<file path="src/spcd_defs.svh">
`ifndef SPCD_DEFS_SVH
`define SPCD_DEFS_SVH
// Data types of received short packets
`define DT_COLOR_OFF 6'h02
`define DT_COLOR_ON  6'h12
`define DT_SHUTDOWN  6'h22
`define DT_TURN_ON   6'h32
`define DT_GEN_WR0   6'h03
`define DT_GEN_WR1   6'h13
`define DT_GEN_WR2   6'h23
`define DT_GEN_RD0   6'h04
`define DT_GEN_RD1   6'h14
`define DT_GEN_RD2   6'h24
`define DT_DCS_WR0   6'h05
`define DT_DCS_WR1   6'h15
`define DT_DCS_RD    6'h06
// Data types of returned packets
`define DT_RD_RESP   6'h1A
`define DT_ERR_RPT   6'h02
// Packet layout
`define PKT_BYTES    4
`define PARAM_ZERO   8'h00
`define FIELD_CNT_LO 4
`define ERR_POS      8
`endif

</file>
<file path="src/spcd_pkg.sv">
package spcd_pkg;

  typedef enum logic [1:0] {
    DEV_IDLE = 2'b00,
    DEV_WAIT = 2'b01,
    DEV_SEND = 2'b11,
    DEV_DONE = 2'b10
  } dev_state_type;

  typedef enum logic [1:0] {
    HOST_IDLE = 2'b00,
    HOST_SEND = 2'b01,
    HOST_TURN = 2'b11,
    HOST_WAIT = 2'b10
  } host_state_type;

  // Column of header bit idx in the check matrix: distinct codes of weight two or more,
  // so a one-hot syndrome always points at a check bit, never at a header bit
  function automatic logic [5:0] ecc_col(input int idx);
    logic [5:0] v;
    int         n;
    ecc_col = 6'h00;
    n = 0;
    for (int c = 3; c < 64; c++) begin
      v = 6'(c);
      if ($countones(v) >= 2) begin
        if (n == idx) ecc_col = v;
        n++;
      end
    end
  endfunction : ecc_col

  function automatic logic [5:0] ecc_calc(input logic [23:0] hdr);
    ecc_calc = 6'h00;
    for (int i = 0; i < 24; i++) begin
      if (hdr[i]) ecc_calc = ecc_calc ^ ecc_col(i);
    end
  endfunction : ecc_calc

  // Byte 0 (identifier) sits in the low bits and goes out first
  function automatic logic [31:0] pkt_build(input logic [7:0] di, input logic [15:0] pay);
    pkt_build = {2'b00, ecc_calc({pay, di}), pay, di};
  endfunction : pkt_build

endpackage : spcd_pkg

</file>
<file path="src/spcd_if.sv">
`timescale 1ns/10ps
interface spcd_if;
  logic       h2d_valid;
  logic [7:0] h2d_data;
  logic       h2d_last;
  logic       bus_turnaround;
  logic       d2h_valid;
  logic [7:0] d2h_data;
  logic       d2h_done;

  modport host (
    output h2d_valid, h2d_data, h2d_last, bus_turnaround,
    input  d2h_valid, d2h_data, d2h_done
  );
  modport dev (
    input  h2d_valid, h2d_data, h2d_last, bus_turnaround,
    output d2h_valid, d2h_data, d2h_done
  );
endinterface : spcd_if

</file>
<file path="src/short_packet_command_decoder.sv">
// Functional notes
// Type 0x12 enters low-color mode
// Type 0x22 switches display off
// Receiver stays active while display is off
// Type 0x32 switches display back on
// Generic writes 0x03/0x13/0x23 passed on uninterpreted
// Short packets are exactly four bytes
// Data type bits [5:4] give parameter count
// Host zeroes second byte for one parameter
// Generic reads 0x04/0x14/0x24 request returned data
// Responses never exceed host maximum return size
// Host splits large reads over several transmissions
// Host performs turnaround after a read request
// Errored read request answered with error report
// Corrected read: data then error report
// Clean read: data with correct check byte
// Read request is last packet of transmission
// Peripheral sends response then returns the bus
// Byte after identifier is command-set opcode
// Host zeroes second byte for parameterless command
// Two-parameter command-set commands never sent short
// Type 0x02 leaves low-color mode
// Check byte verified; unknown types ignored
`timescale 1ns/10ps
`include "spcd_defs.svh"
module short_packet_command_decoder (
  input  wire logic        i_mclk,
  input  wire logic        i_rstn,
  spcd_if.dev              lnk,
  output logic             o_low_color,
  output logic             o_display_on,
  output logic             o_gen_wr_valid,
  output logic             o_dcs_wr_valid,
  output logic             o_rd_req,
  output logic             o_rd_dcs,
  output logic [1:0]       o_param_count,
  output logic [7:0]       o_param0,
  output logic [7:0]       o_param1,
  output logic [1:0]       o_err_flags,
  input  wire logic        i_rd_valid,
  input  wire logic [15:0] i_rd_data
);

  logic [1:0]  cnt_ff,     nxt_cnt;
  logic [23:0] rx_ff,      nxt_rx;
  logic        low_ff,     nxt_low;
  logic        on_ff,      nxt_on;
  logic        gwr_ff,     nxt_gwr;
  logic        dwr_ff,     nxt_dwr;
  logic        rdreq_ff,   nxt_rdreq;
  logic        rddcs_ff,   nxt_rddcs;
  logic [1:0]  pcnt_ff,    nxt_pcnt;
  logic [7:0]  d0_ff,      nxt_d0;
  logic [7:0]  d1_ff,      nxt_d1;
  logic        pend_ff,    nxt_pend;
  logic        have_ff,    nxt_have;
  logic [15:0] rdat_ff,    nxt_rdat;
  logic [1:0]  err_ff,     nxt_err;
  logic [23:0] fix;
  logic [5:0]  syn;
  logic        bad;
  logic        corr;

  spcd_pkg::dev_state_type st_ff, nxt_st;
  logic [63:0] tbuf_ff,    nxt_tbuf;
  logic [3:0]  tlen_ff,    nxt_tlen;
  logic        dv_ff,      nxt_dv;
  logic [7:0]  dd_ff,      nxt_dd;
  logic        done_ff,    nxt_done;
  logic        start;
  logic [31:0] rsp_pkt;
  logic [31:0] err_pkt;

  // Receive and decode
  always_comb begin
    nxt_cnt   = cnt_ff;
    nxt_rx    = rx_ff;
    nxt_low   = low_ff;
    nxt_on    = on_ff;
    nxt_gwr   = 1'b0;
    nxt_dwr   = 1'b0;
    nxt_rdreq = 1'b0;
    nxt_rddcs = rddcs_ff;
    nxt_pcnt  = pcnt_ff;
    nxt_d0    = d0_ff;
    nxt_d1    = d1_ff;
    nxt_pend  = pend_ff;
    nxt_have  = have_ff;
    nxt_rdat  = rdat_ff;
    nxt_err   = err_ff;
    fix       = rx_ff;
    syn       = lnk.h2d_data[5:0] ^ spcd_pkg::ecc_calc(rx_ff);
    bad       = 1'b0;
    corr      = 1'b0;
    // Clears come first so a flag set in the same cycle survives
    if (start) begin
      nxt_pend = 1'b0;
      nxt_have = 1'b0;
      nxt_err  = 2'b00;
    end
    if (pend_ff && !have_ff && i_rd_valid) begin
      nxt_have = 1'b1;
      nxt_rdat = i_rd_data;
    end
    // Display state never gates this path, so a wake-up is always heard
    if (lnk.h2d_valid) begin
      nxt_rx  = {lnk.h2d_data, rx_ff[23:8]};
      nxt_cnt = lnk.h2d_last ? 2'b00 : cnt_ff + 2'b01;
      if (cnt_ff == 2'(`PKT_BYTES - 1)) begin
        if (syn != 6'h00) begin
          bad = 1'b1;
          for (int i = 0; i < 24; i++) begin
            if (spcd_pkg::ecc_col(i) == syn) begin
              fix[i] = ~rx_ff[i];
              bad    = 1'b0;
              corr   = 1'b1;
            end
          end
          if ($countones(syn) == 1) begin
            bad  = 1'b0;
            corr = 1'b1;
          end
        end
        if (bad) begin
          nxt_err[1] = 1'b1;
          nxt_pend   = 1'b0;
        end else begin
          if (corr) nxt_err[0] = 1'b1;
          nxt_pcnt = fix[`FIELD_CNT_LO+1:`FIELD_CNT_LO];
          nxt_d0   = fix[15:8];
          nxt_d1   = fix[23:16];
          unique case (fix[5:0])
            `DT_COLOR_ON:  nxt_low = 1'b1;
            `DT_COLOR_OFF: nxt_low = 1'b0;
            `DT_SHUTDOWN:  nxt_on  = 1'b0;
            `DT_TURN_ON:   nxt_on  = 1'b1;
            `DT_GEN_WR0, `DT_GEN_WR1, `DT_GEN_WR2: nxt_gwr = 1'b1;
            `DT_DCS_WR0, `DT_DCS_WR1: nxt_dwr = 1'b1;
            `DT_GEN_RD0, `DT_GEN_RD1, `DT_GEN_RD2, `DT_DCS_RD: begin
              nxt_rdreq = 1'b1;
              nxt_rddcs = (fix[5:0] == `DT_DCS_RD);
              nxt_pend  = 1'b1;
              nxt_have  = 1'b0;
            end
            default: ;
          endcase
        end
      end else if (lnk.h2d_last) begin
        nxt_err[1] = 1'b1;
      end
    end
  end

  always_ff @(posedge i_mclk) begin
    if (!i_rstn) begin
      cnt_ff   <= 2'b00;
      rx_ff    <= 24'h000000;
      low_ff   <= 1'b0;
      on_ff    <= 1'b1;
      gwr_ff   <= 1'b0;
      dwr_ff   <= 1'b0;
      rdreq_ff <= 1'b0;
      rddcs_ff <= 1'b0;
      pcnt_ff  <= 2'b00;
      d0_ff    <= 8'h00;
      d1_ff    <= 8'h00;
      pend_ff  <= 1'b0;
      have_ff  <= 1'b0;
      rdat_ff  <= 16'h0000;
      err_ff   <= 2'b00;
    end else begin
      cnt_ff   <= nxt_cnt;
      rx_ff    <= nxt_rx;
      low_ff   <= nxt_low;
      on_ff    <= nxt_on;
      gwr_ff   <= nxt_gwr;
      dwr_ff   <= nxt_dwr;
      rdreq_ff <= nxt_rdreq;
      rddcs_ff <= nxt_rddcs;
      pcnt_ff  <= nxt_pcnt;
      d0_ff    <= nxt_d0;
      d1_ff    <= nxt_d1;
      pend_ff  <= nxt_pend;
      have_ff  <= nxt_have;
      rdat_ff  <= nxt_rdat;
      err_ff   <= nxt_err;
    end
  end

  // Short response only: two bytes fit any maximum return size
  assign rsp_pkt = spcd_pkg::pkt_build({2'b00, `DT_RD_RESP}, rdat_ff);
  assign err_pkt = spcd_pkg::pkt_build({2'b00, `DT_ERR_RPT},
                                       16'({14'h0000, err_ff} << `ERR_POS));

  // Transmit after turnaround
  always_comb begin
    nxt_st   = st_ff;
    nxt_tbuf = tbuf_ff;
    nxt_tlen = tlen_ff;
    nxt_dv   = 1'b0;
    nxt_dd   = dd_ff;
    nxt_done = 1'b0;
    start    = 1'b0;
    unique case (st_ff)
      spcd_pkg::DEV_IDLE: begin
        if (lnk.bus_turnaround) begin
          if (pend_ff && !have_ff) nxt_st = spcd_pkg::DEV_WAIT;
          else start = 1'b1;
        end
      end
      spcd_pkg::DEV_WAIT: if (have_ff) start = 1'b1;
      spcd_pkg::DEV_SEND: begin
        nxt_dv   = 1'b1;
        nxt_dd   = tbuf_ff[7:0];
        nxt_tbuf = {8'h00, tbuf_ff[63:8]};
        nxt_tlen = tlen_ff - 4'h1;
        if (tlen_ff == 4'h1) nxt_st = spcd_pkg::DEV_DONE;
      end
      spcd_pkg::DEV_DONE: begin
        nxt_done = 1'b1;
        nxt_st   = spcd_pkg::DEV_IDLE;
      end
    endcase
    if (start) begin
      if (pend_ff && err_ff != 2'b00) begin
        nxt_tbuf = {err_pkt, rsp_pkt};
        nxt_tlen = 4'h8;
      end else if (pend_ff) begin
        nxt_tbuf = {32'h00000000, rsp_pkt};
        nxt_tlen = 4'h4;
      end else if (err_ff != 2'b00) begin
        nxt_tbuf = {32'h00000000, err_pkt};
        nxt_tlen = 4'h4;
      end else begin
        nxt_tlen = 4'h0;
      end
      nxt_st = (nxt_tlen != 4'h0) ? spcd_pkg::DEV_SEND : spcd_pkg::DEV_DONE;
    end
  end

  always_ff @(posedge i_mclk) begin
    if (!i_rstn) begin
      st_ff   <= spcd_pkg::DEV_IDLE;
      tbuf_ff <= 64'h0000000000000000;
      tlen_ff <= 4'h0;
      dv_ff   <= 1'b0;
      dd_ff   <= 8'h00;
      done_ff <= 1'b0;
    end else begin
      st_ff   <= nxt_st;
      tbuf_ff <= nxt_tbuf;
      tlen_ff <= nxt_tlen;
      dv_ff   <= nxt_dv;
      dd_ff   <= nxt_dd;
      done_ff <= nxt_done;
    end
  end

  assign lnk.d2h_valid  = dv_ff;
  assign lnk.d2h_data   = dd_ff;
  assign lnk.d2h_done   = done_ff;
  assign o_low_color    = low_ff;
  assign o_display_on   = on_ff;
  assign o_gen_wr_valid = gwr_ff;
  assign o_dcs_wr_valid = dwr_ff;
  assign o_rd_req       = rdreq_ff;
  assign o_rd_dcs       = rddcs_ff;
  assign o_param_count  = pcnt_ff;
  assign o_param0       = d0_ff;
  assign o_param1       = d1_ff;
  assign o_err_flags    = err_ff;

endmodule : short_packet_command_decoder

</file>
<file path="src/flat_wrapper.sv">
// flat-port wrapper written by rule: the top's interface ports become plain ports
module short_packet_command_decoder_flat 
  (i_mclk, i_rstn, o_low_color, o_display_on, o_gen_wr_valid, o_dcs_wr_valid, o_rd_req, o_rd_dcs, o_param_count, o_param0, o_param1, o_err_flags, i_rd_valid, i_rd_data, lnk_h2d_valid, lnk_h2d_data, lnk_h2d_last, lnk_bus_turnaround, lnk_d2h_valid, lnk_d2h_data, lnk_d2h_done);
  spcd_if lnk_i ();
  input  wire logic i_mclk;
  input  wire logic i_rstn;
  output logic o_low_color;
  output logic o_display_on;
  output logic o_gen_wr_valid;
  output logic o_dcs_wr_valid;
  output logic o_rd_req;
  output logic o_rd_dcs;
  output logic [1:0] o_param_count;
  output logic [7:0] o_param0;
  output logic [7:0] o_param1;
  output logic [1:0] o_err_flags;
  input  wire logic i_rd_valid;
  input  wire logic [15:0] i_rd_data;
  input wire logic [$bits(lnk_i.h2d_valid)-1:0] lnk_h2d_valid;
  input wire logic [$bits(lnk_i.h2d_data)-1:0] lnk_h2d_data;
  input wire logic [$bits(lnk_i.h2d_last)-1:0] lnk_h2d_last;
  input wire logic [$bits(lnk_i.bus_turnaround)-1:0] lnk_bus_turnaround;
  output wire logic [$bits(lnk_i.d2h_valid)-1:0] lnk_d2h_valid;
  output wire logic [$bits(lnk_i.d2h_data)-1:0] lnk_d2h_data;
  output wire logic [$bits(lnk_i.d2h_done)-1:0] lnk_d2h_done;
  assign lnk_i.h2d_valid = lnk_h2d_valid;
  assign lnk_i.h2d_data = lnk_h2d_data;
  assign lnk_i.h2d_last = lnk_h2d_last;
  assign lnk_i.bus_turnaround = lnk_bus_turnaround;
  assign lnk_d2h_valid = lnk_i.d2h_valid;
  assign lnk_d2h_data = lnk_i.d2h_data;
  assign lnk_d2h_done = lnk_i.d2h_done;
  short_packet_command_decoder u_core (.i_mclk(i_mclk), .i_rstn(i_rstn), .lnk(lnk_i), .o_low_color(o_low_color), .o_display_on(o_display_on), .o_gen_wr_valid(o_gen_wr_valid), .o_dcs_wr_valid(o_dcs_wr_valid), .o_rd_req(o_rd_req), .o_rd_dcs(o_rd_dcs), .o_param_count(o_param_count), .o_param0(o_param0), .o_param1(o_param1), .o_err_flags(o_err_flags), .i_rd_valid(i_rd_valid), .i_rd_data(i_rd_data));
endmodule
</file>
<file path="config.mk">
export PLATFORM = sky130hd
export DESIGN_NAME = short_packet_command_decoder_flat
export DESIGN_NICKNAME = d
export VERILOG_FILES = /design/src/spcd_pkg.sv /design/src/spcd_if.sv /design/src/short_packet_command_decoder.sv /design/src/flat_wrapper.sv
export VERILOG_INCLUDE_DIRS = /design/src
export SDC_FILE = /design/constraint.sdc
export NUM_CORES = 1
export LEC_CHECK = 0
export CORE_UTILIZATION = 40
export CTS_BUF_LIST = sky130_fd_sc_hd__clkbuf_16
export DETAILED_ROUTE_END_ITERATION = 7
export DONT_BUFFER_PORTS = 1
export PLACE_DENSITY_LB_ADDON = 0.05
export SLEW_MARGIN = 20
export SYNTH_ARGS = -nofsm -noshare
export SYNTH_HDL_FRONTEND = slang
export SYNTH_SLANG_ARGS = --single-unit
</file>
<file path="constraint.sdc">
create_clock -name i_mclk -period 11.8 [get_ports i_mclk]
set_clock_uncertainty 0.2 [all_clocks]
set_input_delay 1.18 -clock i_mclk [delete_from_list [all_inputs] [get_ports i_mclk]]
set_output_delay 1.18 -clock i_mclk [all_outputs]
set_load 0.02 [all_outputs]
</file>
# After elaboration in Yosys (flattened, before gate mapping)
# Cells that the tools add are included.
dict set report op_classes {
  n_addsub 2372
  n_eq_ne 3630
  muxes 6502
  bitwise 70
  reduce_logical 133
}
# op n
set ops {}
lappend ops {{$mux W32} 2520}
lappend ops {{$add A32 B2 Y32 const B} 2365}
lappend ops {{$eq A32 B6 Y1 const B} 1456}
lappend ops {{$eq A32 B5 Y1 const B} 1344}
lappend ops {{$mux W6} 2598}
lappend ops {{$eq A32 B4 Y1 const B} 448}
lappend ops {{$eq A32 B3 Y1 const B} 224}
lappend ops {{$mux W5} 733}
lappend ops {{$eq A32 B2 Y1 const B} 113}
lappend ops {{$logic_not A32 Y1} 112}
lappend ops {{$mux W4} 355}
lappend ops {{$mux W3} 171}
lappend ops {{$mux W64} 5}
lappend ops {{$xor A6 B6 Y6} 40}
lappend ops {{$eq A6 B6 Y1} 24}
lappend ops {{$mux W1} 106}
lappend ops {{$mux W24} 3}
lappend ops {{$add A32 B32 Y32} 2}
lappend ops {{$not A1 Y1} 28}
lappend ops {{$eq A6 B5 Y1 const B} 4}
lappend ops {{$eq A6 B6 Y1 const B} 4}
lappend ops {{$eq A6 B3 Y1 const B} 3}
lappend ops {{$reduce_and A4 Y1} 4}
lappend ops {{$mux W2} 7}
lappend ops {{23 further kinds} 38}
dict set report totals {
  register_bits 150
  in_bits 30
  output_inout_bits 36
  elab_cells 12728
}

# Longest topological paths before layout
dict set report logic_depth {
  depth_word 423
  ltp_mapped 17
  mapped_depth_nobuf 15
}

# Worst setup path before layout
# Ideal clock, no wire load.
dict set report synth_timing {
  kind {input to register}
  startpoint {in lnk_h2d_data[0]}
  endpoint {reg u_core.rddcs_ff (netlist: u_core.o_rd_dcs)}
  setup_ns 0.116
  t_arrival_ns 4.394
  required_time_ns 11.484
  path_slack_ns 7.090
  path_stages 16
  path_buffers 1
  cell_sequence {xor2_1 > xnor2_1 > xnor2_1 > xnor2_1 > xnor2_1 > inv_1 > ha_1 > fa_1 > ha_1 > or4b_1 > nand3_1 > a221oi_2 > a31oi_4 > buf_6 > a21oi_1 > a41o_1}
}
dict set report synth_between {
  elab_chain_cells 32
}
# element line_no
set synth_lines {}
lappend synth_lines {{start: declaration} flat_wrapper.sv:20} ;# input wire logic [$bits(lnk_i.h2d_data)-1:0] lnk_h2d_data;
lappend synth_lines {{$xor A6 B6 Y6 (*)} -}
lappend synth_lines {{$eq A6 B6 Y1} -}
lappend synth_lines {{$mux W1 (28 in series)} -}
lappend synth_lines {{$not A1 Y1 (no line)} -}
lappend synth_lines {{$reduce_and A4 Y1 (no line)} -}
lappend synth_lines {{end signal: assignment} short_packet_command_decoder.sv:179} ;# rddcs_ff <= nxt_rddcs;
lappend synth_lines {{end: declaration} short_packet_command_decoder.sv:51} ;# logic rddcs_ff, nxt_rddcs;
# Mark *: on every way between the ends. The rest lies on a longest branch, timed or not. The select of a mux whose other input is x is not followed.
# A chain may end at the register's enable or synchronous reset.

# Final worst setup path
dict set report layout_timing {
  startpoint {in lnk_h2d_data[0]}
  endpoint {reg u_core.low_ff (netlist: u_core.o_low_color)}
}
dict set report layout_between {
  elab_chain_cells 32
}
# element line_no
set layout_lines {}
lappend layout_lines {{$xor A6 B6 Y6 (*)} -}
lappend layout_lines {{$eq A6 B6 Y1} -}
lappend layout_lines {{$mux W1 (28 in series)} -}
lappend layout_lines {{$not A1 Y1 (no line)} -}
lappend layout_lines {{$reduce_and A4 Y1 (no line)} -}
lappend layout_lines {{end signal: assignment} short_packet_command_decoder.sv:174} ;# low_ff <= nxt_low;
lappend layout_lines {{end: declaration} short_packet_command_decoder.sv:46} ;# logic low_ff, nxt_low;
# Marked as above.

==> run_summary.xml <==
<?xml version="1.0" encoding="UTF-8"?>
<metrics>
  <group name="status">
    <metric name="outcome" unit="">complete, no violations</metric>
  </group>
  <group name="setup_path">
    <metric name="startpoint_type" unit="">input pin</metric>
    <metric name="required" unit="ns">11.95</metric>
    <metric name="critical_path_peak_fanout" unit="">42</metric>
    <metric name="critPathArrivalTime" unit="ns">5.46</metric>
    <metric name="worst-setup-path-type" unit="">input pin to register</metric>
    <metric name="worstSetupEndpointType" unit="">register</metric>
  </group>
  <group name="die">
    <metric name="die_x" unit="um">137</metric>
    <metric name="coreArea" unit="mm2">0.0175</metric>
    <metric name="floorplan.initialDensity" unit="">0.415</metric>
    <metric name="floorplan.die.height" unit="um">137</metric>
    <metric name="die_area" unit="mm2">0.0187</metric>
    <metric name="floorplan.io_pins" unit="">66</metric>
    <metric name="number_of_core_rows" unit="">48</metric>
  </group>
  <group name="cts">
    <metric name="clk_pin_slew_worst_paths" unit="ns">0.07</metric>
    <metric name="htree_levels" unit="">4</metric>
    <metric name="cts_root_buf" unit="">sky130_fd_sc_hd__clkbuf_16</metric>
    <metric name="clock-sinks" unit="">150</metric>
    <metric name="hold_buffers" unit="">0</metric>
    <metric name="tritoncts_clock_tree" unit="">yes</metric>
    <metric name="clock_path_buffers" unit="">2</metric>
    <metric name="cts_made_buffers" unit="">17</metric>
    <metric name="clkLatencyLatePin" unit="ns">0.42</metric>
    <metric name="post_cts.resized_instances" unit="">0</metric>
    <metric name="post-cts-setup-buffers" unit="">0</metric>
  </group>
  <group name="placement">
    <metric name="preCtsSetupSlack" unit="ns">6.04</metric>
    <metric name="placement.cell_area" unit="mm2">0.00727</metric>
    <metric name="gpl.final_weighted_congestion" unit="">0.833</metric>
    <metric name="dp.final_hpwl" unit="mm">11.8</metric>
    <metric name="port_buffers" unit="">0</metric>
  </group>
  <group name="layout">
    <metric name="n_fill_cell" unit="">1754</metric>
    <metric name="finish.utilization" unit="">0.446</metric>
    <metric name="finish.net_count" unit="">859</metric>
    <metric name="final_standard_cell_area_without_fillers" unit="mm2">0.00779</metric>
    <metric name="drive_above_1_share" unit="">0.0572</metric>
    <metric name="insertedDiodeCount" unit="">0</metric>
    <metric name="area_delta_synth_final" unit="%">7.38</metric>
  </group>
  <group name="timing">
    <metric name="period_share" unit="">0.450</metric>
    <metric name="maxClockFrequency" unit="MHz">188</metric>
    <metric name="report.final.hold_viol_count" unit="">0</metric>
    <metric name="final.hold.worst_slack" unit="ns">0.249</metric>
    <metric name="setup_total_negative_slack" unit="ns">0</metric>
    <metric name="layout_min_cycle_time" unit="ns">5.31</metric>
    <metric name="layout_setup_ws" unit="ns">6.49</metric>
    <metric name="final_max_slew_viol_count" unit="">0</metric>
    <metric name="setup_violations" unit="">0</metric>
    <metric name="max_slew_margin" unit="">0.311</metric>
    <metric name="grt_setup_unrepaired" unit="">no</metric>
    <metric name="tightest_slew" unit="ns">1.03</metric>
  </group>
  <group name="drt">
    <metric name="detail_route.vias_per_cell" unit="">5.18</metric>
    <metric name="finalWirelength" unit="mm">17.2</metric>
    <metric name="vias" unit="">5427</metric>
    <metric name="drtAntennaViolNets" unit="">0</metric>
    <metric name="routed_length_per_instance" unit="um">16.4</metric>
    <metric name="detailedRoute.firstIterationViolations" unit="">362</metric>
    <metric name="drt-pass1-iter-count" unit="">4</metric>
    <metric name="drcViolationCount" unit="">0</metric>
  </group>
  <group name="synthesis">
    <metric name="synth_edf_count" unit="">0</metric>
    <metric name="synth.lib_cells_used.distinct" unit="">59</metric>
    <metric name="syn-cell-area" unit="mm2">0.00726</metric>
    <metric name="yosysSeqAreaShare" unit="">0.414</metric>
    <metric name="yosys_most_used_dff" unit="">sky130_fd_sc_hd__dfxtp_1</metric>
    <metric name="yosys_register_bits" unit="">150</metric>
    <metric name="asyncSetResetFlopFracSynth" unit="">0</metric>
    <metric name="synthesis.area_per_instance" unit="um2">8.51</metric>
    <metric name="synthesis.yosys.warnings" unit="">0</metric>
    <metric name="synth_cells" unit="">853</metric>
    <metric name="mappedNetlistNets" unit="">903</metric>
  </group>
  <group name="power">
    <metric name="power_leakage" unit="nW">2.81</metric>
    <metric name="power.ir.vdd_worst" unit="mV">0.113</metric>
    <metric name="switching_power" unit="mW">0.424</metric>
    <metric name="clock_power_share" unit="">0.367</metric>
    <metric name="seqPwrFrac" unit="">0.403</metric>
    <metric name="power.density_cell_area" unit="mW/mm2">169</metric>
    <metric name="internal_power" unit="mW">0.891</metric>
    <metric name="power.switching_fraction" unit="">0.323</metric>
    <metric name="power.combinational.fraction" unit="">0.231</metric>
  </group>
  <group name="global_routing">
    <metric name="first_global_vias" unit="">5143</metric>
    <metric name="globalRoute.totalOverflow" unit="">0</metric>
    <metric name="top_usage_layer" unit="">met1</metric>
    <metric name="globalRouteMet2Util" unit="">0.266</metric>
    <metric name="gr-usage-met1" unit="">0.298</metric>
    <metric name="antenna_found_initial" unit="">0</metric>
    <metric name="groute.usage.overall" unit="">0.197</metric>
    <metric name="use_met3" unit="">0.0552</metric>
    <metric name="grt_first_pass_wirelength" unit="mm">27.9</metric>
    <metric name="grt_max_degree" unit="">90</metric>
  </group>
  <group name="flow_run">
    <metric name="max_cap_violations" unit="">0</metric>
  </group>
  <group name="min_path">
    <metric name="min_path_type" unit="">register to register</metric>
  </group>
</metrics>
## flip-flops by register name, summed over array words and instances (netlist names), 2 cells and up
register,flops
u_core.cnt_ff,2
u_core.rx_ff,24
u_core.lnk.d2h_data,8
u_core.o_param_count,2
u_core.o_param1,8
u_core.o_err_flags,2
u_core.rdat_ff,16
u_core.tlen_ff,4
u_core.o_param0,8
u_core.tbuf_ff,64
u_core.st_ff,2
## metrics by stage
stage / power (mW) / std cells
2_1_floorplan: 0.789 / 853
3_5_place_dp: 0.845 / 1015
4_1_cts: 1.33 / 1047
6_report: 1.31 / 1047
5_1_grt: 1.39 / 1047
3_3_place_gp: 0.839 / 1015
## layout by cell type (no fill, tap or decap), types with 5 or more instances in the layout
cell type                      n
sky130_fd_sc_hd__nand2_1     156
sky130_fd_sc_hd__dfxtp_1     150
sky130_fd_sc_hd__nor2_1       74
sky130_fd_sc_hd__a21oi_1      74
sky130_fd_sc_hd__xnor2_1      65
sky130_fd_sc_hd__mux2i_1      48
sky130_fd_sc_hd__xor2_1       35
sky130_fd_sc_hd__inv_1        22
sky130_fd_sc_hd__o21ai_0      21
sky130_fd_sc_hd__a211oi_1     20
sky130_fd_sc_hd__ha_1         18
sky130_fd_sc_hd__clkbuf_16    17
sky130_fd_sc_hd__nand3_1      16
sky130_fd_sc_hd__nand4_1      13
sky130_fd_sc_hd__and2_1        9
sky130_fd_sc_hd__nor3_1        8
sky130_fd_sc_hd__clkinvlp_4    6
sky130_fd_sc_hd__a22o_1        5
## per-layer routing
metal	wire length [um]	up-vias
met4	125	0
met3	949	9
met5	0	-
met1	9220	2531
li1	-	2776
met2	6860	111
## synth_stat cells, types with 13 or more instances
cell type / count / area (um2)
sky130_fd_sc_hd__o21ai_0: 21 / 105
sky130_fd_sc_hd__inv_1: 19 / 71.3
sky130_fd_sc_hd__nand3_1: 16 / 80.1
sky130_fd_sc_hd__ha_1: 18 / 225
sky130_fd_sc_hd__nand2_1: 158 / 593
sky130_fd_sc_hd__clkbuf_1: 32 / 120
sky130_fd_sc_hd__buf_2: 21 / 105
sky130_fd_sc_hd__xor2_1: 35 / 307
sky130_fd_sc_hd__a211oi_1: 20 / 150
sky130_fd_sc_hd__a21oi_1: 74 / 370
sky130_fd_sc_hd__nand4_1: 13 / 81.3
sky130_fd_sc_hd__dfxtp_1: 150 / 3000
sky130_fd_sc_hd__xnor2_1: 65 / 569
sky130_fd_sc_hd__mux2i_1: 48 / 480
sky130_fd_sc_hd__nor2_1: 75 / 282
## final timing paths
check	startpoint	to	slack, ns	cells past startpoint
worst max-delay path	lnk_h2d_data[0]	u_core.o_low_color$_SDFFE_PN0P_	6.49	15
worst min-delay path	u_core.tbuf_ff[61]$_SDFF_PN0_	u_core.tbuf_ff[53]$_SDFF_PN0_	0.25	2
worst max register to register	u_core.rx_ff[23]$_SDFFE_PN0P_	u_core.o_low_color$_SDFFE_PN0P_	6.62	15
worst min register to register	u_core.tbuf_ff[61]$_SDFF_PN0_	u_core.tbuf_ff[53]$_SDFF_PN0_	0.25	2
## worst max-delay path: stages
cell	delay, ns
sky130_fd_sc_hd__xor2_1	0.15
sky130_fd_sc_hd__xnor2_1	0.21
sky130_fd_sc_hd__xnor2_1	0.16
sky130_fd_sc_hd__xnor2_1	0.11
sky130_fd_sc_hd__xnor2_1	0.26
sky130_fd_sc_hd__inv_1	0.11
sky130_fd_sc_hd__ha_1	0.40
sky130_fd_sc_hd__fa_1	0.54
sky130_fd_sc_hd__ha_1	0.29
sky130_fd_sc_hd__or4b_1	0.53
sky130_fd_sc_hd__nand3_1	0.11
sky130_fd_sc_hd__a221oi_2	0.06
sky130_fd_sc_hd__a31oi_4	0.85
sky130_fd_sc_hd__nand4_1	0.24
sky130_fd_sc_hd__mux2i_1	0.23
## power groups by stage
stage / registers (mW) / logic (mW) / clock network (mW)
floorplan: 0.533 / 0.257 / 0
global placement: 0.540 / 0.298 / 0
detailed placement: 0.540 / 0.304 / 0
CTS: 0.529 / 0.305 / 0.497
global route: 0.530 / 0.340 / 0.521
finish: 0.529 / 0.303 / 0.482
## kinds of logic after synthesis
family	count (synthesis)	synth area share
simple gates	296	0.174
compound gates	150	0.131
flops	150	0.414
xor+xnor	102	0.125
buf+inv	86	0.0516
mux	48	0.0662
fa+ha+maj	21	0.0379
## layout make-up
type	count	area, um2	area share
Sequential cell	150	3000	0.385
Clock buffer	17	425	0.0546
Inverter	20	75.1	0.00964
Timing Repair Buffer	3	22.5	0.00289
Clock inverter	15	91.3	0.0117
Multi-Input combinational cell	617	3890	0.500
Tap cell	225	282	0.0361
Note: power is estimated with default switching activity, not from simulation.
